[src/mihd_consts.svh]
// Constants for the microphone insert and hook detector
// Assumes inclusion by bare name from mihd_qual, mihd_top and the bench files
`ifndef MIHD_CONSTS_SVH
`define MIHD_CONSTS_SVH
// Register offsets
`define MIHD_CTRL_OFS     8'h00
`define MIHD_STAT_OFS     8'h04
`define MIHD_MASK_OFS     8'h08
`define MIHD_LIVE_OFS     8'h0c
// Field positions
`define MIHD_MIC_BIT      0
`define MIHD_HOOK_BIT     1
`define MIHD_GPIO_SEL_BIT 2
// Reset values
`define MIHD_CTRL_RST     3'h0
`define MIHD_MASK_RST     2'h0
// Qualification counts in samples
`define MIHD_HOOK_SAMPLES 10
`define MIHD_MIC_SAMPLES  10
`endif

[src/mihd_pkg.sv]
// Types for the microphone insert and hook detector
// Assumes nothing beyond a SystemVerilog compiler
package mihd_pkg;
	typedef logic [1:0] mihd_flags_t;
endpackage : mihd_pkg

[src/mihd_qual_if.sv]
// Qualifier interface: one raw condition in, steady state and change pulse out
// Assumes one clock shared with the top
`timescale 1ns/1ns
interface mihd_qual_if;
	logic raw;
	logic steady;
	logic change;
	modport top (output raw, input steady, change);
	modport qual (input raw, output steady, change);
endinterface : mihd_qual_if

[src/mihd_qual.sv]
// Consecutive-sample qualifier for one detect condition
// Assumes a one-cycle sample enable on core_clk
`timescale 1ns/1ns
`include "mihd_consts.svh"
module mihd_qual #(
	parameter int N = 10
) (
	input  wire logic   core_clk,
	input  wire logic   srst,
	input  wire logic   sample_en,
	mihd_qual_if.qual   q
);
	logic [4:0] cnt_r;
	logic       steady_r;
	logic       change_r;

	// Count qualifying samples up to N and hold, so a lasting condition fires once
	always_ff @(posedge core_clk) begin
		if (srst) begin
			cnt_r <= 5'h00;
		end else if (sample_en) begin
			if (!q.raw)
				cnt_r <= 5'h00;
			else if (cnt_r != 5'(N))
				cnt_r <= cnt_r + 5'h01;
		end
	end

	// Change after N consecutive qualifying samples
	always_ff @(posedge core_clk) begin
		if (srst) begin
			change_r <= 1'b0;
			steady_r <= 1'b0;
		end else begin
			change_r <= sample_en && q.raw && cnt_r == 5'(N - 1);
			if (sample_en && q.raw && cnt_r == 5'(N - 1))
				steady_r <= ~steady_r;
		end
	end

	assign q.steady = steady_r;
	assign q.change = change_r;
endmodule : mihd_qual

[src/mihd_top.sv]
// Microphone insert and hook-switch detector with polled flags
// Assumes comparator outputs arrive asynchronously; register port on core_clk
`timescale 1ns/1ns
`include "mihd_consts.svh"
module mihd_top #(
	parameter int SAMPLE_DIV  = 100,
	parameter int HOOK_SAMPLES = `MIHD_HOOK_SAMPLES,
	parameter int MIC_SAMPLES  = `MIHD_MIC_SAMPLES
) (
	input  wire logic        core_clk,
	input  wire logic        srst,
	input  wire logic        mic_cmp_in,
	input  wire logic        hook_cmp_in,
	input  wire logic [7:0]  reg_addr,
	input  wire logic [31:0] reg_wdata,
	input  wire logic        reg_wr,
	input  wire logic        reg_rd,
	output logic      [31:0] reg_rdata,
	output logic             irq,
	output logic             detect_pin
);
	logic [2:0]           mic_sync_r;
	logic [2:0]           hook_sync_r;
	logic                 mic_lvl_r;
	logic                 hook_lvl_r;
	logic [2:0]           ctrl_r;
	mihd_pkg::mihd_flags_t stat_r;
	mihd_pkg::mihd_flags_t mask_r;
	logic [15:0]          div_r;
	logic                 sample_en;
	logic                 detect_pin_r;
	logic [7:0]           hook_run_r;
	mihd_qual_if          mic_q ();
	mihd_qual_if          hook_q ();

	// ----------------------------------------------------------------
	// Address decode
	// ----------------------------------------------------------------
	// Write strobe aimed at one register offset
	function automatic logic wr_hit(
		input logic       wr,
		input logic [7:0] addr,
		input logic [7:0] ofs
	);
		return wr && addr == ofs;
	endfunction : wr_hit

	// ----------------------------------------------------------------
	// Input synchronisers and sample divider
	// ----------------------------------------------------------------
	// Three stages; level accepted once stages two and three agree
	always_ff @(posedge core_clk) begin
		if (srst) begin
			mic_sync_r  <= 3'h0;
			hook_sync_r <= 3'h0;
			mic_lvl_r   <= 1'b0;
			hook_lvl_r  <= 1'b0;
		end else begin
			mic_sync_r  <= {mic_sync_r[1:0], mic_cmp_in};
			hook_sync_r <= {hook_sync_r[1:0], hook_cmp_in};
			if (mic_sync_r[2] == mic_sync_r[1])
				mic_lvl_r <= mic_sync_r[2];
			if (hook_sync_r[2] == hook_sync_r[1])
				hook_lvl_r <= hook_sync_r[2];
		end
	end

	// Sample strobe every SAMPLE_DIV cycles
	always_ff @(posedge core_clk) begin
		if (srst || div_r == 16'(SAMPLE_DIV - 1))
			div_r <= 16'h0000;
		else
			div_r <= div_r + 16'h0001;
	end
	assign sample_en = (div_r == 16'(SAMPLE_DIV - 1));

	// ----------------------------------------------------------------
	// Qualification
	// ----------------------------------------------------------------
	// Raw condition is the comparison flipped by its polarity bit
	assign mic_q.raw  = mic_lvl_r ^ ctrl_r[`MIHD_MIC_BIT];
	assign hook_q.raw = hook_lvl_r ^ ctrl_r[`MIHD_HOOK_BIT];

	mihd_qual #(.N(MIC_SAMPLES)) u_mic_qual (
		.core_clk  (core_clk),
		.srst      (srst),
		.sample_en (sample_en),
		.q         (mic_q)
	);
	mihd_qual #(.N(HOOK_SAMPLES)) u_hook_qual (
		.core_clk  (core_clk),
		.srst      (srst),
		.sample_en (sample_en),
		.q         (hook_q)
	);

	// ----------------------------------------------------------------
	// Registers
	// ----------------------------------------------------------------
	// Control: polarities and detect pin source, written by host
	always_ff @(posedge core_clk) begin
		if (srst)
			ctrl_r <= `MIHD_CTRL_RST;
		else if (wr_hit(reg_wr, reg_addr, `MIHD_CTRL_OFS))
			ctrl_r <= reg_wdata[2:0];
	end

	// Mask register
	always_ff @(posedge core_clk) begin
		if (srst)
			mask_r <= `MIHD_MASK_RST;
		else if (wr_hit(reg_wr, reg_addr, `MIHD_MASK_OFS))
			mask_r <= reg_wdata[1:0];
	end

	// Sticky flags; write one clears, a new event wins over the clear
	always_ff @(posedge core_clk) begin
		if (srst)
			stat_r <= 2'h0;
		else
			stat_r <= (stat_r & ~(wr_hit(reg_wr, reg_addr, `MIHD_STAT_OFS) ?
				reg_wdata[1:0] : 2'h0)) | {hook_q.change, mic_q.change};
	end

	// Read data one cycle after strobe
	always_ff @(posedge core_clk) begin
		if (srst || !reg_rd)
			reg_rdata <= 32'h0000_0000;
		else if (reg_addr == `MIHD_CTRL_OFS)
			reg_rdata <= {29'h0, ctrl_r};
		else if (reg_addr == `MIHD_STAT_OFS)
			reg_rdata <= {30'h0, stat_r};
		else if (reg_addr == `MIHD_MASK_OFS)
			reg_rdata <= {30'h0, mask_r};
		else if (reg_addr == `MIHD_LIVE_OFS)
			reg_rdata <= {30'h0, hook_q.steady, mic_q.steady};
		else
			reg_rdata <= 32'h0000_0000;
	end

	assign irq = |(stat_r & mask_r);

	// Detect pin: qualified steady state of the selected condition
	always_ff @(posedge core_clk) begin
		if (srst)
			detect_pin_r <= 1'b0;
		else
			detect_pin_r <= ctrl_r[`MIHD_GPIO_SEL_BIT] ? hook_q.steady : mic_q.steady;
	end
	assign detect_pin = detect_pin_r;

	// ----------------------------------------------------------------
	// Check helpers
	// ----------------------------------------------------------------
	// Consecutive qualifying hook samples, counted apart from the qualifier
	always_ff @(posedge core_clk) begin
		if (srst || (sample_en && !hook_q.raw))
			hook_run_r <= 8'h00;
		else if (sample_en && hook_run_r != 8'hff)
			hook_run_r <= hook_run_r + 8'h01;
	end

	// ----------------------------------------------------------------
	// Assertions
	// ----------------------------------------------------------------
	flag_sticky_a: assert property (@(posedge core_clk) disable iff (srst)
		stat_r[0] && !(reg_wr && reg_addr == `MIHD_STAT_OFS && reg_wdata[0]) |=> stat_r[0])
		else $error("mic flag dropped without clear");
	hook_latch_a: assert property (@(posedge core_clk) disable iff (srst)
		hook_q.change |=> stat_r[1])
		else $error("hook change not latched");
	hook_cause_a: assert property (@(posedge core_clk) disable iff (srst)
		$rose(stat_r[1]) |-> $past(hook_q.change))
		else $error("hook flag without change");
	pin_follow_a: assert property (@(posedge core_clk) disable iff (srst)
		!ctrl_r[2] && $stable(ctrl_r) |=> detect_pin == $past(mic_q.steady))
		else $error("detect pin not steady state");
	pin_delay_a: assert property (@(posedge core_clk) disable iff (srst)
		$changed(mic_q.steady) |-> mic_q.change)
		else $error("pin changed without qualification");
	miss_restart_a: assert property (@(posedge core_clk) disable iff (srst)
		sample_en && !hook_q.raw |=> u_hook_qual.cnt_r == 5'h00)
		else $error("miss did not restart count");
	irq_mask_a: assert property (@(posedge core_clk) disable iff (srst)
		irq == |(stat_r & mask_r))
		else $error("irq mismatch");
	read_time_a: assert property (@(posedge core_clk) disable iff (srst)
		reg_rd && reg_addr == `MIHD_STAT_OFS && !hook_q.change && !mic_q.change &&
		!reg_wr |=> reg_rdata[1:0] == $past(stat_r))
		else $error("status read wrong");
	change_spacing_a: assert property (@(posedge core_clk) disable iff (srst)
		hook_q.change |=> !hook_q.change [*8])
		else $error("hook changes too close");
	hook_run_a: assert property (@(posedge core_clk) disable iff (srst)
		hook_q.change |-> hook_run_r >= 8'(HOOK_SAMPLES))
		else $error("hook change before enough samples");
	mic_latch_a: assert property (@(posedge core_clk) disable iff (srst)
		mic_q.change |=> stat_r[0])
		else $error("mic change not latched");
	flag_clear_a: assert property (@(posedge core_clk) disable iff (srst)
		wr_hit(reg_wr, reg_addr, `MIHD_STAT_OFS) && reg_wdata[1] && !hook_q.change
		|=> !stat_r[1])
		else $error("hook flag not cleared");
	pin_hook_a: assert property (@(posedge core_clk) disable iff (srst)
		ctrl_r[2] |=> detect_pin == $past(hook_q.steady))
		else $error("detect pin not hook state");
	rdata_idle_a: assert property (@(posedge core_clk) disable iff (srst)
		!reg_rd |=> reg_rdata == 32'h0000_0000)
		else $error("read data outside read cycle");
	cover_press_c: cover property (@(posedge core_clk) disable iff (srst) hook_q.change && !ctrl_r[1]);
	cover_release_c: cover property (@(posedge core_clk) disable iff (srst) hook_q.change && ctrl_r[1]);
	cover_insert_c: cover property (@(posedge core_clk) disable iff (srst) mic_q.change);
	cover_remove_c: cover property (@(posedge core_clk) disable iff (srst)
		mic_q.change && ctrl_r[0]);
	cover_clear_c: cover property (@(posedge core_clk) disable iff (srst)
		reg_wr && reg_addr == `MIHD_STAT_OFS && |stat_r);
endmodule : mihd_top

[config.mk]
export PLATFORM = sky130hd
export DESIGN_NAME = mihd_top
export DESIGN_NICKNAME = d
export VERILOG_FILES = /design/src/mihd_pkg.sv /design/src/mihd_qual_if.sv /design/src/mihd_qual.sv /design/src/mihd_top.sv
export VERILOG_INCLUDE_DIRS = /design/src /design/src/src
export SDC_FILE = /design/constraint.sdc
export NUM_CORES = 1
export LEC_CHECK = 0
export BUFFER_PORTS_ARGS = -buffer_cell sky130_fd_sc_hd__buf_2
export CAP_MARGIN = 20
export CORE_ASPECT_RATIO = 0.6
export CORE_MARGIN = 4
export CORE_UTILIZATION = 54
export DETAILED_ROUTE_END_ITERATION = 7
export PLACE_DENSITY = 0.9
export SLEW_MARGIN = 20
export SYNTH_ARGS = -nofsm -noshare
export SYNTH_HDL_FRONTEND = slang
export SYNTH_SLANG_ARGS = --single-unit
[constraint.sdc]
create_clock -name core_clk -period 3.42 [get_ports core_clk]
set_input_delay 0.684 -clock core_clk [delete_from_list [all_inputs] [get_ports core_clk]]
set_output_delay 0.684 -clock core_clk [all_outputs]
set_load 0.01 [all_outputs]
Word-level counts from Yosys, hierarchy flattened
Cells that the tools add are included.

Bits of input ports: 46. Output and inout bits: 34. Register bits: 78. Logic and storage cells: 65.

Reductions and logical operators: 15. $add $sub $neg: 3. Muxes and demuxes: 10. Equal/unequal tests: 12. Bitwise logic cells: 8.

Operators by type and width (number): 5-bit 2-to-1 mux (4); 16-bit by 1-bit adder with 16-bit output, second input constant (1); 16-bit by 7-bit == test with 1-bit output, second input constant (1); 8-bit by 4-bit == test with 1-bit output, second input constant (2); 5-bit by 1-bit adder with 5-bit output, second input constant (2); 5-bit by 4-bit == test with 1-bit output, second input constant (2); 5-bit by 4-bit inequality test with 1-bit output, second input constant (2); 8-bit by 3-bit == test with 1-bit output, second input constant (1); 8-bit zero test (1); 2-bit 2-to-1 mux (4); 1-bit logical AND (7); 2-bit bitwise AND (2); 2-bit inequality test, second input constant (2); 2-bit AND reduction (2); 4-bit OR reduction (1); 3-bit 2-to-1 mux (1); 1-bit == test (2); 1-bit logical OR (2); 1-bit inverter (2); 2-bit inverter (1); 2-bit OR (1); 2-bit OR reduction (1); 1-bit XOR (2); 1-bit zero test (1); 1-bit 2-to-1 mux (1).

Logic depth before layout (Yosys ltp)
Gate-level depths: netlist of run 1.

Depth after elaboration: 6. Depth in mapped cells: 7. Mapped depth without buffers: 5.

Hierarchy
A second synthesis of run 1 with hierarchy kept.

Cells, all modules: 266. Area total of the unflattened synthesis: 2436.1 um2.

By module, submodules not included: mihd_top (times used 1, area each 1670.4 um2, cells each 178, sequential area each 700.7 um2); mihd_qual (times used 2, area each 382.9 um2, cells each 44, sequential area each 140.1 um2).

Worst setup path after synthesis of run 1
No wires, ideal clock.

Kind: input port to flip-flop. Start: input reg_addr[7]. End: register ctrl_r[0]. Cell stages on the path: 4. Data required time: 3.292 ns. Path slack: 1.664 ns. Arrival: 1.628 ns. Buffers on the path: 0. Setup time: 0.128 ns. Cells stage by stage: nor4_1 nand4_1 mux2i_1 nor2_1.

Word-level cells in the longest chain between the ends: 2.

RTL lines: from (decl) (line mihd_top.sv:14) `input wire logic [7:0] reg_addr,`; 8-bit zero test (line mihd_top.sv:45) `return wr && addr == ofs;`; 1-bit logical AND (line mihd_top.sv:45); to (signal assigned) (line mihd_top.sv:103) `` ctrl_r <= `MIHD_CTRL_RST; ``; to (signal assigned) (line mihd_top.sv:105) `ctrl_r <= reg_wdata[2:0];`; to (decl) (line mihd_top.sv:26) `logic [2:0] ctrl_r;`.

Every way passes these cells. A chain may end at the register's enable or synchronous reset.

Worst setup path in the final report of run 1
Start: register div_r[0]. End: register u_hook_qual.cnt_r[3].

Word-level cells in the longest chain between the ends: 2.

RTL lines: from (decl) (line mihd_top.sv:29) `logic [15:0] div_r;`; from (signal assigned) (line mihd_top.sv:73) `div_r <= div_r + 16'h0001;`; 16-bit by 7-bit == test with 1-bit output (line mihd_top.sv:75) `assign sample_en = (div_r == 16'(SAMPLE_DIV - 1));`; 2-bit AND reduction (no source line); to (signal assigned) (line mihd_qual.sv:25) `cnt_r <= cnt_r + 5'h01;`; to (decl) (line mihd_qual.sv:13) `logic [4:0] cnt_r;`.

Every way passes these cells.

==> results of run 1 <==
==> power breakdown <==
part | leakage (nW) | switching, mW | total [mW] | internal [mW]
Clock | 0.0585 | 0.190 | 0.428 | 0.238
Sequential | 0.396 | 0.00514 | 0.581 | 0.576
Combinational | 0.532 | 0.0344 | 0.0493 | 0.0149
==> worst reg2reg max path: cells and delay by family (launching register included) <==
kind	cells	cell delay, ns
AOI/OAI and AO/OA	1	0.16
and+or+nand+nor	3	1.54
adders and majority gates	1	0.26
DFF	1	0.40
==> worst min-delay path by stage <==
| stage | from | endpoint | depth (start not counted) |
|---|---|---|---|
| floorplan | u_mic_qual.q.change | stat_r[0] | 2 |
| finish | u_hook_qual.q.change | stat_r[1] | 2 |
| CTS | u_mic_qual.q.change | stat_r[0] | 2 |
| global route | u_hook_qual.q.change | stat_r[1] | 2 |
| global placement | u_hook_qual.q.change | stat_r[1] | 2 |
| detailed placement | u_mic_qual.q.change | stat_r[0] | 2 |
==> sequential cells by signal (all words and copies together) (netlist names) <==
name and cells:
u_hook_qual.q.change 1, u_mic_qual.q.steady 1, hook_sync_r 3, stat_r 2, mask_r 2, mic_lvl_r 1
u_hook_qual.cnt_r 5, mic_sync_r 3, u_mic_qual.q.change 1, u_mic_qual.cnt_r 5, u_hook_qual.q.steady 1, div_r 16
detect_pin 1, ctrl_r 3, reg_rdata 3, hook_lvl_r 1
==> layout by cell type (no fill, tap or decap), types with 5 or more instances in the layout <==
master	netlist	layout
dfxtp_1	49	49
nor2_1	29	29
conb_1	1	29
buf_2	2	21
nand3_1	16	16
o21ai_0	14	14
a21oi_1	14	14
xnor2_1	13	13
nor2b_1	12	12
nand4_1	11	11
inv_1	10	10
nor3_1	9	9
nand2_1	8	8
ha_1	7	7
mux2i_1	6	6
clkbuf_8	0	6
nor4_1	5	5
xor2_1	5	5
and2_1	5	5
or4_1	5	5
==> final cells by class <==
| cell class | count | area share [%] |
|---|---|---|
| flip-flops and latches | 49 | 38.47 |
| inverters | 10 | 1.472 |
| well taps | 60 | 2.944 |
| clock inverters | 1 | 1.178 |
| repair buffers | 21 | 4.122 |
| clock buffers | 7 | 3.386 |
| multi-input cells | 204 | 48.43 |
==> metal layers <==
layer | vias up | global-route usage (%) | routed length (µm)
met2 | 66 | 22.78 | 1917
met5 | - | 0 | 0
met3 | 4 | 4.654 | 378
li1 | 917 | - | -
met4 | 0 | 4.321 | 25
met1 | 829 | 23.07 | 2078
==> kinds of logic (layout without fill, tap and decap cells) <==
family	Yosys count	after routing	synth area share [%]
AO/OA/AOI/OAI	31	31	6.791
XOR/XNOR	18	18	6.532
adder cells (fa/ha/maj)	7	7	3.629
buffers and inverters	49	39	12.55
flip-flops	49	49	40.64
multiplexers	8	8	4.355
other	1	29	0.1554
AND/OR/NAND/NOR	111	111	25.35
==> out/qor.csv, run 1 <==
stage;metric;value;unit
sta;slew margin rel.;53.43;%
logic_synthesis;largest area contributor in the netlist;dfxtp_1;
cells_and_area;final instance area;2550;µm²
detailed_routing;DRT Pass-1 Iters;6;
cells_and_area;final core utilization;60.55;%
global_routing;largest net degree at the start of global routing;35;
status;status;finished clean;
logic_synthesis;Synth area leaders;dfxtp_1, buf_4, xnor2_1;
clocking;CTS clk-pin slew, worst paths;0.09;ns
placed_design;half-perimeter wire length after placement;3.156;mm
clocking;setup bufs post-CTS;0;
logic_synthesis;most common library cells after synthesis;dfxtp_1, buf_4, nor2_1;
clocking;root buffer selected by CTS;clkbuf_8;
flow_run;MaxCap Viol Count;0;
global_routing;first-pass GRT wire length;6.893;mm
sta;RSZ-0062 raised after global routing;false;
placed_design;dpl cells;344;
clocking;clock latency at the later pin of the worst-skew pair;0.31;ns
worst_setup_path;CP required;3.66;ns
clocking;hold buffer count at CTS;0;
cells_and_area;fin cells;352;
clocking;Num CTS Buffers;5;
logic_synthesis;Mapped Cells;274;
clocking;CTS Sinks;49;
sta;Final WS setup;1.000;ns
worst_setup_path;worst reg2reg path endpoint;u_hook_qual.cnt_r[3];
floorplan;FP Rows;18;
sta;period utilization;70.75;%
worst_setup_path;crit end category;flop;
detailed_routing;Remaining DRCs;0;
cells_and_area;# diodes;0;
worst_setup_path;CP cell instances;ha_1 > nor4b_4 > nand4_1 > or4_1 > a21oi_1;
logic_synthesis;Unique masters post-synth;33;
floorplan;Die Ht;59.79;µm
worst_setup_path;R2R depth;5;
worst_setup_path;flop-to-flop setup slack;1.00;ns
sta;final hold vios;0;
cells_and_area;Layout fillers;348;
cells_and_area;Area Growth Syn to Fin;5.651;%
worst_setup_path;Crit path max-delay family;simple AND/OR/NAND/NOR gates;
clocking;TritonCTS clock tree;yes;
placed_design;routability congestion estimate;0.8239;
worst_setup_path;Critical Path Stages;5;
logic_synthesis;asr flop ratio synth;0;%
worst_setup_path;Worst R2R Start;div_r[0];
detailed_routing;total wire length;4.400;mm
worst_setup_path;Worst Setup Start Kind;flop;
detailed_routing;number of vias per cell;5.159;
sta;hold_ws;0.4396;ns
sta;f_max;413.3;MHz
cells_and_area;FF/Latch Area;980.9;µm²
sta;Tmin final;2.420;ns
worst_setup_path;CP Class;reg2reg;
worst_setup_path;Critical path buffers and inverters;0;
global_routing;number of global-route vias before repair;1476;
global_routing;All-Layer GR Usage;15.85;%
cells_and_area;share of cells above drive strength 1;10.96;%
worst_setup_path;WP data arrival;2.66;ns
worst_setup_path;CP Max Fanout;20;
detailed_routing;Detailed Route Iter0 Violations;228;
placed_design;dpl cell area;2434;µm²
pwr;PD cells;415.2;nW/µm²
floorplan;core area;4212;µm²
sta;TNS Setup;0;ns
floorplan;I/O pin cnt;80;
logic_synthesis;count leader, synth;dfxtp_1;
worst_setup_path;critical path startpoint;div_r[0];
hold_path;min-delay worst type;reg2reg;
clocking;Clock Path Buffers;2;
sta;Slew Viols, Final;0;
clocking;H-Tree Depth;2;
detailed_routing;Antenna Nets Post-Route;0;
logic_synthesis;area fraction of the dominant cell type after synthesis;40.64;%
placed_design;pre-CTS WS;1.041;ns
worst_setup_path;Max stage delay on crit path;0.71;ns
logic_synthesis;flops & latches, synth;49;
clocking;Post-CTS Resized;0;
global_routing;antenna violations before repair;0;
logic_synthesis;synthesized cell area;2414;µm²
sta;worst slew pin tran;0.6965;ns
sta;Setup Skew;0.006881;ns
cells_and_area;nets;344;
pwr;Worst VDD drop;0.2919;mV
floorplan;Die X;94.31;µm
worst_setup_path;Slowest-stage cell, CP;or4_1;
logic_synthesis;synth warn;0;
sta;final setup fails;0;
pwr;total power;1.059;mW
logic_synthesis;EDFF count, synth;0;
detailed_routing;routed len/inst;12.50;µm
logic_synthesis;Post-synth top flop;dfxtp_1;
pwr;Pleak;0.9867;nW
floorplan;die footprint;5638;µm²
global_routing;Remaining Overflow, GRT;0;
logic_synthesis;syn avg cell area;8.809;µm²
detailed_routing;vias after detailed routing;1816;
floorplan;initial core utilization;57.31;%
logic_synthesis;sequential-to-total area share from yosys stat;40.64;%
cells_and_area;multi-input logic area;1235;µm²
placed_design;Port Buf Inserts;21;
worst_setup_path;CP endpoint;u_hook_qual.cnt_r[3];
Power figures use the tool's default switching activity.
==> run 2, diff against run 1 <==
--- a/config.mk
+++ b/config.mk
@@ -6,13 +6,14 @@
 export SDC_FILE = /design/constraint.sdc
 export NUM_CORES = 1
 export LEC_CHECK = 0
+export ABC_AREA = 1
 export BUFFER_PORTS_ARGS = -buffer_cell sky130_fd_sc_hd__buf_2
 export CAP_MARGIN = 20
 export CORE_ASPECT_RATIO = 0.6
 export CORE_MARGIN = 4
-export CORE_UTILIZATION = 54
+export CORE_UTILIZATION = 47
 export DETAILED_ROUTE_END_ITERATION = 7
-export PLACE_DENSITY = 0.9
+export PLACE_DENSITY = 0.81
 export SLEW_MARGIN = 20
 export SYNTH_ARGS = -nofsm -noshare
 export SYNTH_HDL_FRONTEND = slang
==> constraint.sdc (replaced) <==
create_clock -name core_clk -period 2 [get_ports core_clk]
set_input_delay 0.4 -clock core_clk [delete_from_list [all_inputs] [get_ports core_clk]]
set_output_delay 0.4 -clock core_clk [all_outputs]
set_load 0.01 [all_outputs]
==> run 2 against run 1 <==
Effect of this change: worst hold slack got worse by 0.14 ns; global-route usage increased by 0.11 points; non-clock buffer count increased by 1; maximum frequency increased by 53%; combinational power increased by 98%; wire length increased by 27%; clock-buffer cell count unchanged; power increased by 72%; largest power group unchanged.
==> out/qor.csv, run 2 <==
stage;metric;value;unit
cells_and_area;Largest Register;div_r;
logic_synthesis;most common library cells after synthesis;nand2_1, nor2_1, inv_1;
pwr;Sw Share;22.11;%
logic_synthesis;asr flop ratio synth;0;%
global_routing;Remaining Overflow, GRT;0;
logic_synthesis;Mapped Cells;414;
cells_and_area;most frequent cells in the layout;nand2_1, nor2_1, inv_1;
floorplan;core area;5623;µm²
clocking;clock latency at the later pin of the worst-skew pair;0.30;ns
clocking;TritonCTS clock tree;yes;
global_routing;first-pass GRT wire length;9.259;mm
sta;worst slew pin tran;0.5048;ns
cells_and_area;final core utilization;52.45;%
pwr;part of the power in registers;54.4;%
floorplan;Die X;107;µm
sta;TNS Setup;0;ns
logic_synthesis;largest area contributor in the netlist;dfxtp_1;
logic_synthesis;syn avg cell area;6.676;µm²
floorplan;Die Ht;67.40;µm
pwr;PD cells;617.7;nW/µm²
cells_and_area;# diodes;0;
floorplan;initial core utilization;49.15;%
detailed_routing;routed len/inst;10.77;µm
worst_setup_path;Worst Setup Start Kind;flop;
cells_and_area;max reg flops;16;
pwr;Internal;1.419;mW
clocking;root buffer selected by CTS;clkbuf_8;
cells_and_area;Area Growth Syn to Fin;6.700;%
floorplan;FP Rows;21;
sta;Setup Skew;0.006370;ns
cells_and_area;Layout fillers;554;
sta;final hold vios;0;
pwr;switching power;402.8;µW
logic_synthesis;adder-cell share of the synthesized area;3.169;%
pwr;total power;1.822;mW
detailed_routing;Detailed Route Iter0 Violations;162;
worst_setup_path;CP Max Fanout;5;
clocking;setup bufs post-CTS;0;
logic_synthesis;XOR/XNOR Fraction of Synth Area;1.584;%
detailed_routing;number of vias per cell;4.758;
logic_synthesis;Compound-Gate Fraction of Synth Area;7.198;%
clocking;Post-CTS Resized;0;
clocking;hold buffer count at CTS;0;
flow_run;MaxCap Viol Count;0;
global_routing;number of global-route vias before repair;2099;
floorplan;die footprint;7212;µm²
sta;Tmin final;1.580;ns
floorplan;I/O pin cnt;80;
cells_and_area;nets;489;
placed_design;Port Buf Inserts;21;
clocking;Clock Path Buffers;2;
global_routing;All-Layer GR Usage;15.96;%
global_routing;antenna violations before repair;0;
cells_and_area;share of cells above drive strength 1;9.382;%
pwr;combinational share of power;5.3;%
status;status;finished clean;
detailed_routing;total wire length;5.567;mm
logic_synthesis;Unique masters post-synth;30;
pwr;clock power share;40.3;%
logic_synthesis;synth warn;0;
logic_synthesis;Synth area leaders;dfxtp_1, nand2_1, nor2_1;
worst_setup_path;CP required;2.20;ns
placed_design;half-perimeter wire length after placement;4.325;mm
logic_synthesis;post-synthesis mux area share;0;%
logic_synthesis;count leader, synth;nand2_1;
placed_design;dpl cell area;2833;µm²
clocking;CTS clk-pin slew, worst paths;0.09;ns
cells_and_area;biggest regs;div_r x16, u_hook_qual.cnt_r x5, u_mic_qual.cnt_r x5;
pwr;Worst VDD drop;0.3206;mV
pwr;Pleak;1.238;nW
sta;final setup fails;0;
logic_synthesis;flops & latches, synth;49;
worst_setup_path;CP Class;reg2reg;
hold_path;min-delay worst type;in2reg;
sta;period utilization;78.99;%
clocking;H-Tree Depth;2;
clocking;CTS Sinks;49;
worst_setup_path;WP data arrival;1.78;ns
cells_and_area;final instance area;2949;µm²
detailed_routing;vias after detailed routing;2460;
cells_and_area;commonest non-fill, non-tap cell in the layout;nand2_1;
clocking;Num CTS Buffers;5;
detailed_routing;Remaining DRCs;0;
sta;f_max;633.0;MHz
logic_synthesis;synthesized cell area;2764;µm²
logic_synthesis;simple logic cell fraction of the synthesized area;35.67;%
sta;RSZ-0062 raised after global routing;false;
detailed_routing;Antenna Nets Post-Route;0;
global_routing;largest net degree at the start of global routing;24;
sta;Slew Viols, Final;0;
logic_synthesis;sequential-to-total area share from yosys stat;35.49;%
logic_synthesis;area fraction of the dominant cell type after synthesis;35.49;%
logic_synthesis;EDFF count, synth;0;
worst_setup_path;crit end category;flop;
sta;slew margin rel.;66.09;%
logic_synthesis;main combinational cell family by area after synthesis;simple AND/OR/NAND/NOR gates;
detailed_routing;DRT Pass-1 Iters;4;
logic_synthesis;Post-synth top flop;dfxtp_1;
placed_design;routability congestion estimate;0.9105;
==> run 2: cell types whose count changed in the layout (fill, tap and decap cells not counted), sizes merged, moves of 5 or more <==
cell	previous run	this run
nand2	8	92
inv	10	56
nor2	29	71
nand3	16	37
a21oi	14	31
nor2b	12	0
xnor2	13	2
o21ai	14	4
mux2i	6	0
and2	5	0
or4	5	0
==> run 2: layout make-up <==
cell class                 instances  area [µm²]  share of cell area [%]
tap                               80       100.1                   3.394
clock inverter                     1       30.03                   1.018
inverter                          57       214.0                   7.255
timing repair buffer              22       112.6                   3.818
clock buffer                       7       86.33                   2.927
multi-input combinational        301        1425                   48.32
sequential                        49       980.9                   33.26
==> run 2: kinds of logic after synthesis <==
| group | count (synthesis) |
|---|---|
| adders and majority gates | 7 |
| DFF | 49 |
| buffers and inverters | 92 |
| AOI/OAI and AO/OA | 38 |
| other | 1 |
| and+or+nand+nor | 222 |
| xor gates and xnor gates | 5 |
==> run 2: worst paths after layout <==
check | startpoint | to | slack, ns | cells after the start
setup reg to reg | div_r[0] | u_mic_qual.q.steady | 0.42 | 8
setup / recovery | div_r[0] | u_mic_qual.q.steady | 0.42 | 8
hold / removal | hook_cmp_in | hook_sync_r[0] | 0.30 | 3
hold reg to reg | mic_sync_r[0] | mic_sync_r[1] | 0.41 | 2
==> run 2: power groups by stage <==
stage                     logic (mW)  clock network (mW)  registers (mW)
after global placement        0.0929                   0            1.01
final                         0.0974               0.734           0.990
after detailed placement      0.0956                   0            1.01
after CTS                     0.0957               0.743           0.990
after global routing           0.112               0.791           0.992
after floorplan                0.113                   0            1.01
==> run 2: worst max-delay path, stage by stage (launching register included) <==
cell and delay (ns):
dfxtp_1 0.37, ha_1 0.27, nand2_1 0.09, nor2_1 0.14
nand2_1 0.07, nor2_1 0.27, nand3_1 0.14, nand2_1 0.08
nor2_1 0.04
==> run 2: metrics by stage <==
step	setup slack, ns	cells	hold WS [ns]
finish	0.4202	517	0.2979
global route	0.3162	517	0.3019
CTS	0.4256	517	0.2971
detailed placement	0.4240	509	0.3987
global placement	0.4869	509	0.3897
floorplan	0.7376	442	0.3883
==> run 2: per-layer routing <==
metal,vias up,GRT usage [%],wire length (µm)
met2,72,23.59,2360
met5,-,0,0
met4,0,4.147,44
met1,1096,23.48,2723
met3,6,3.534,438
li1,1286,-,-
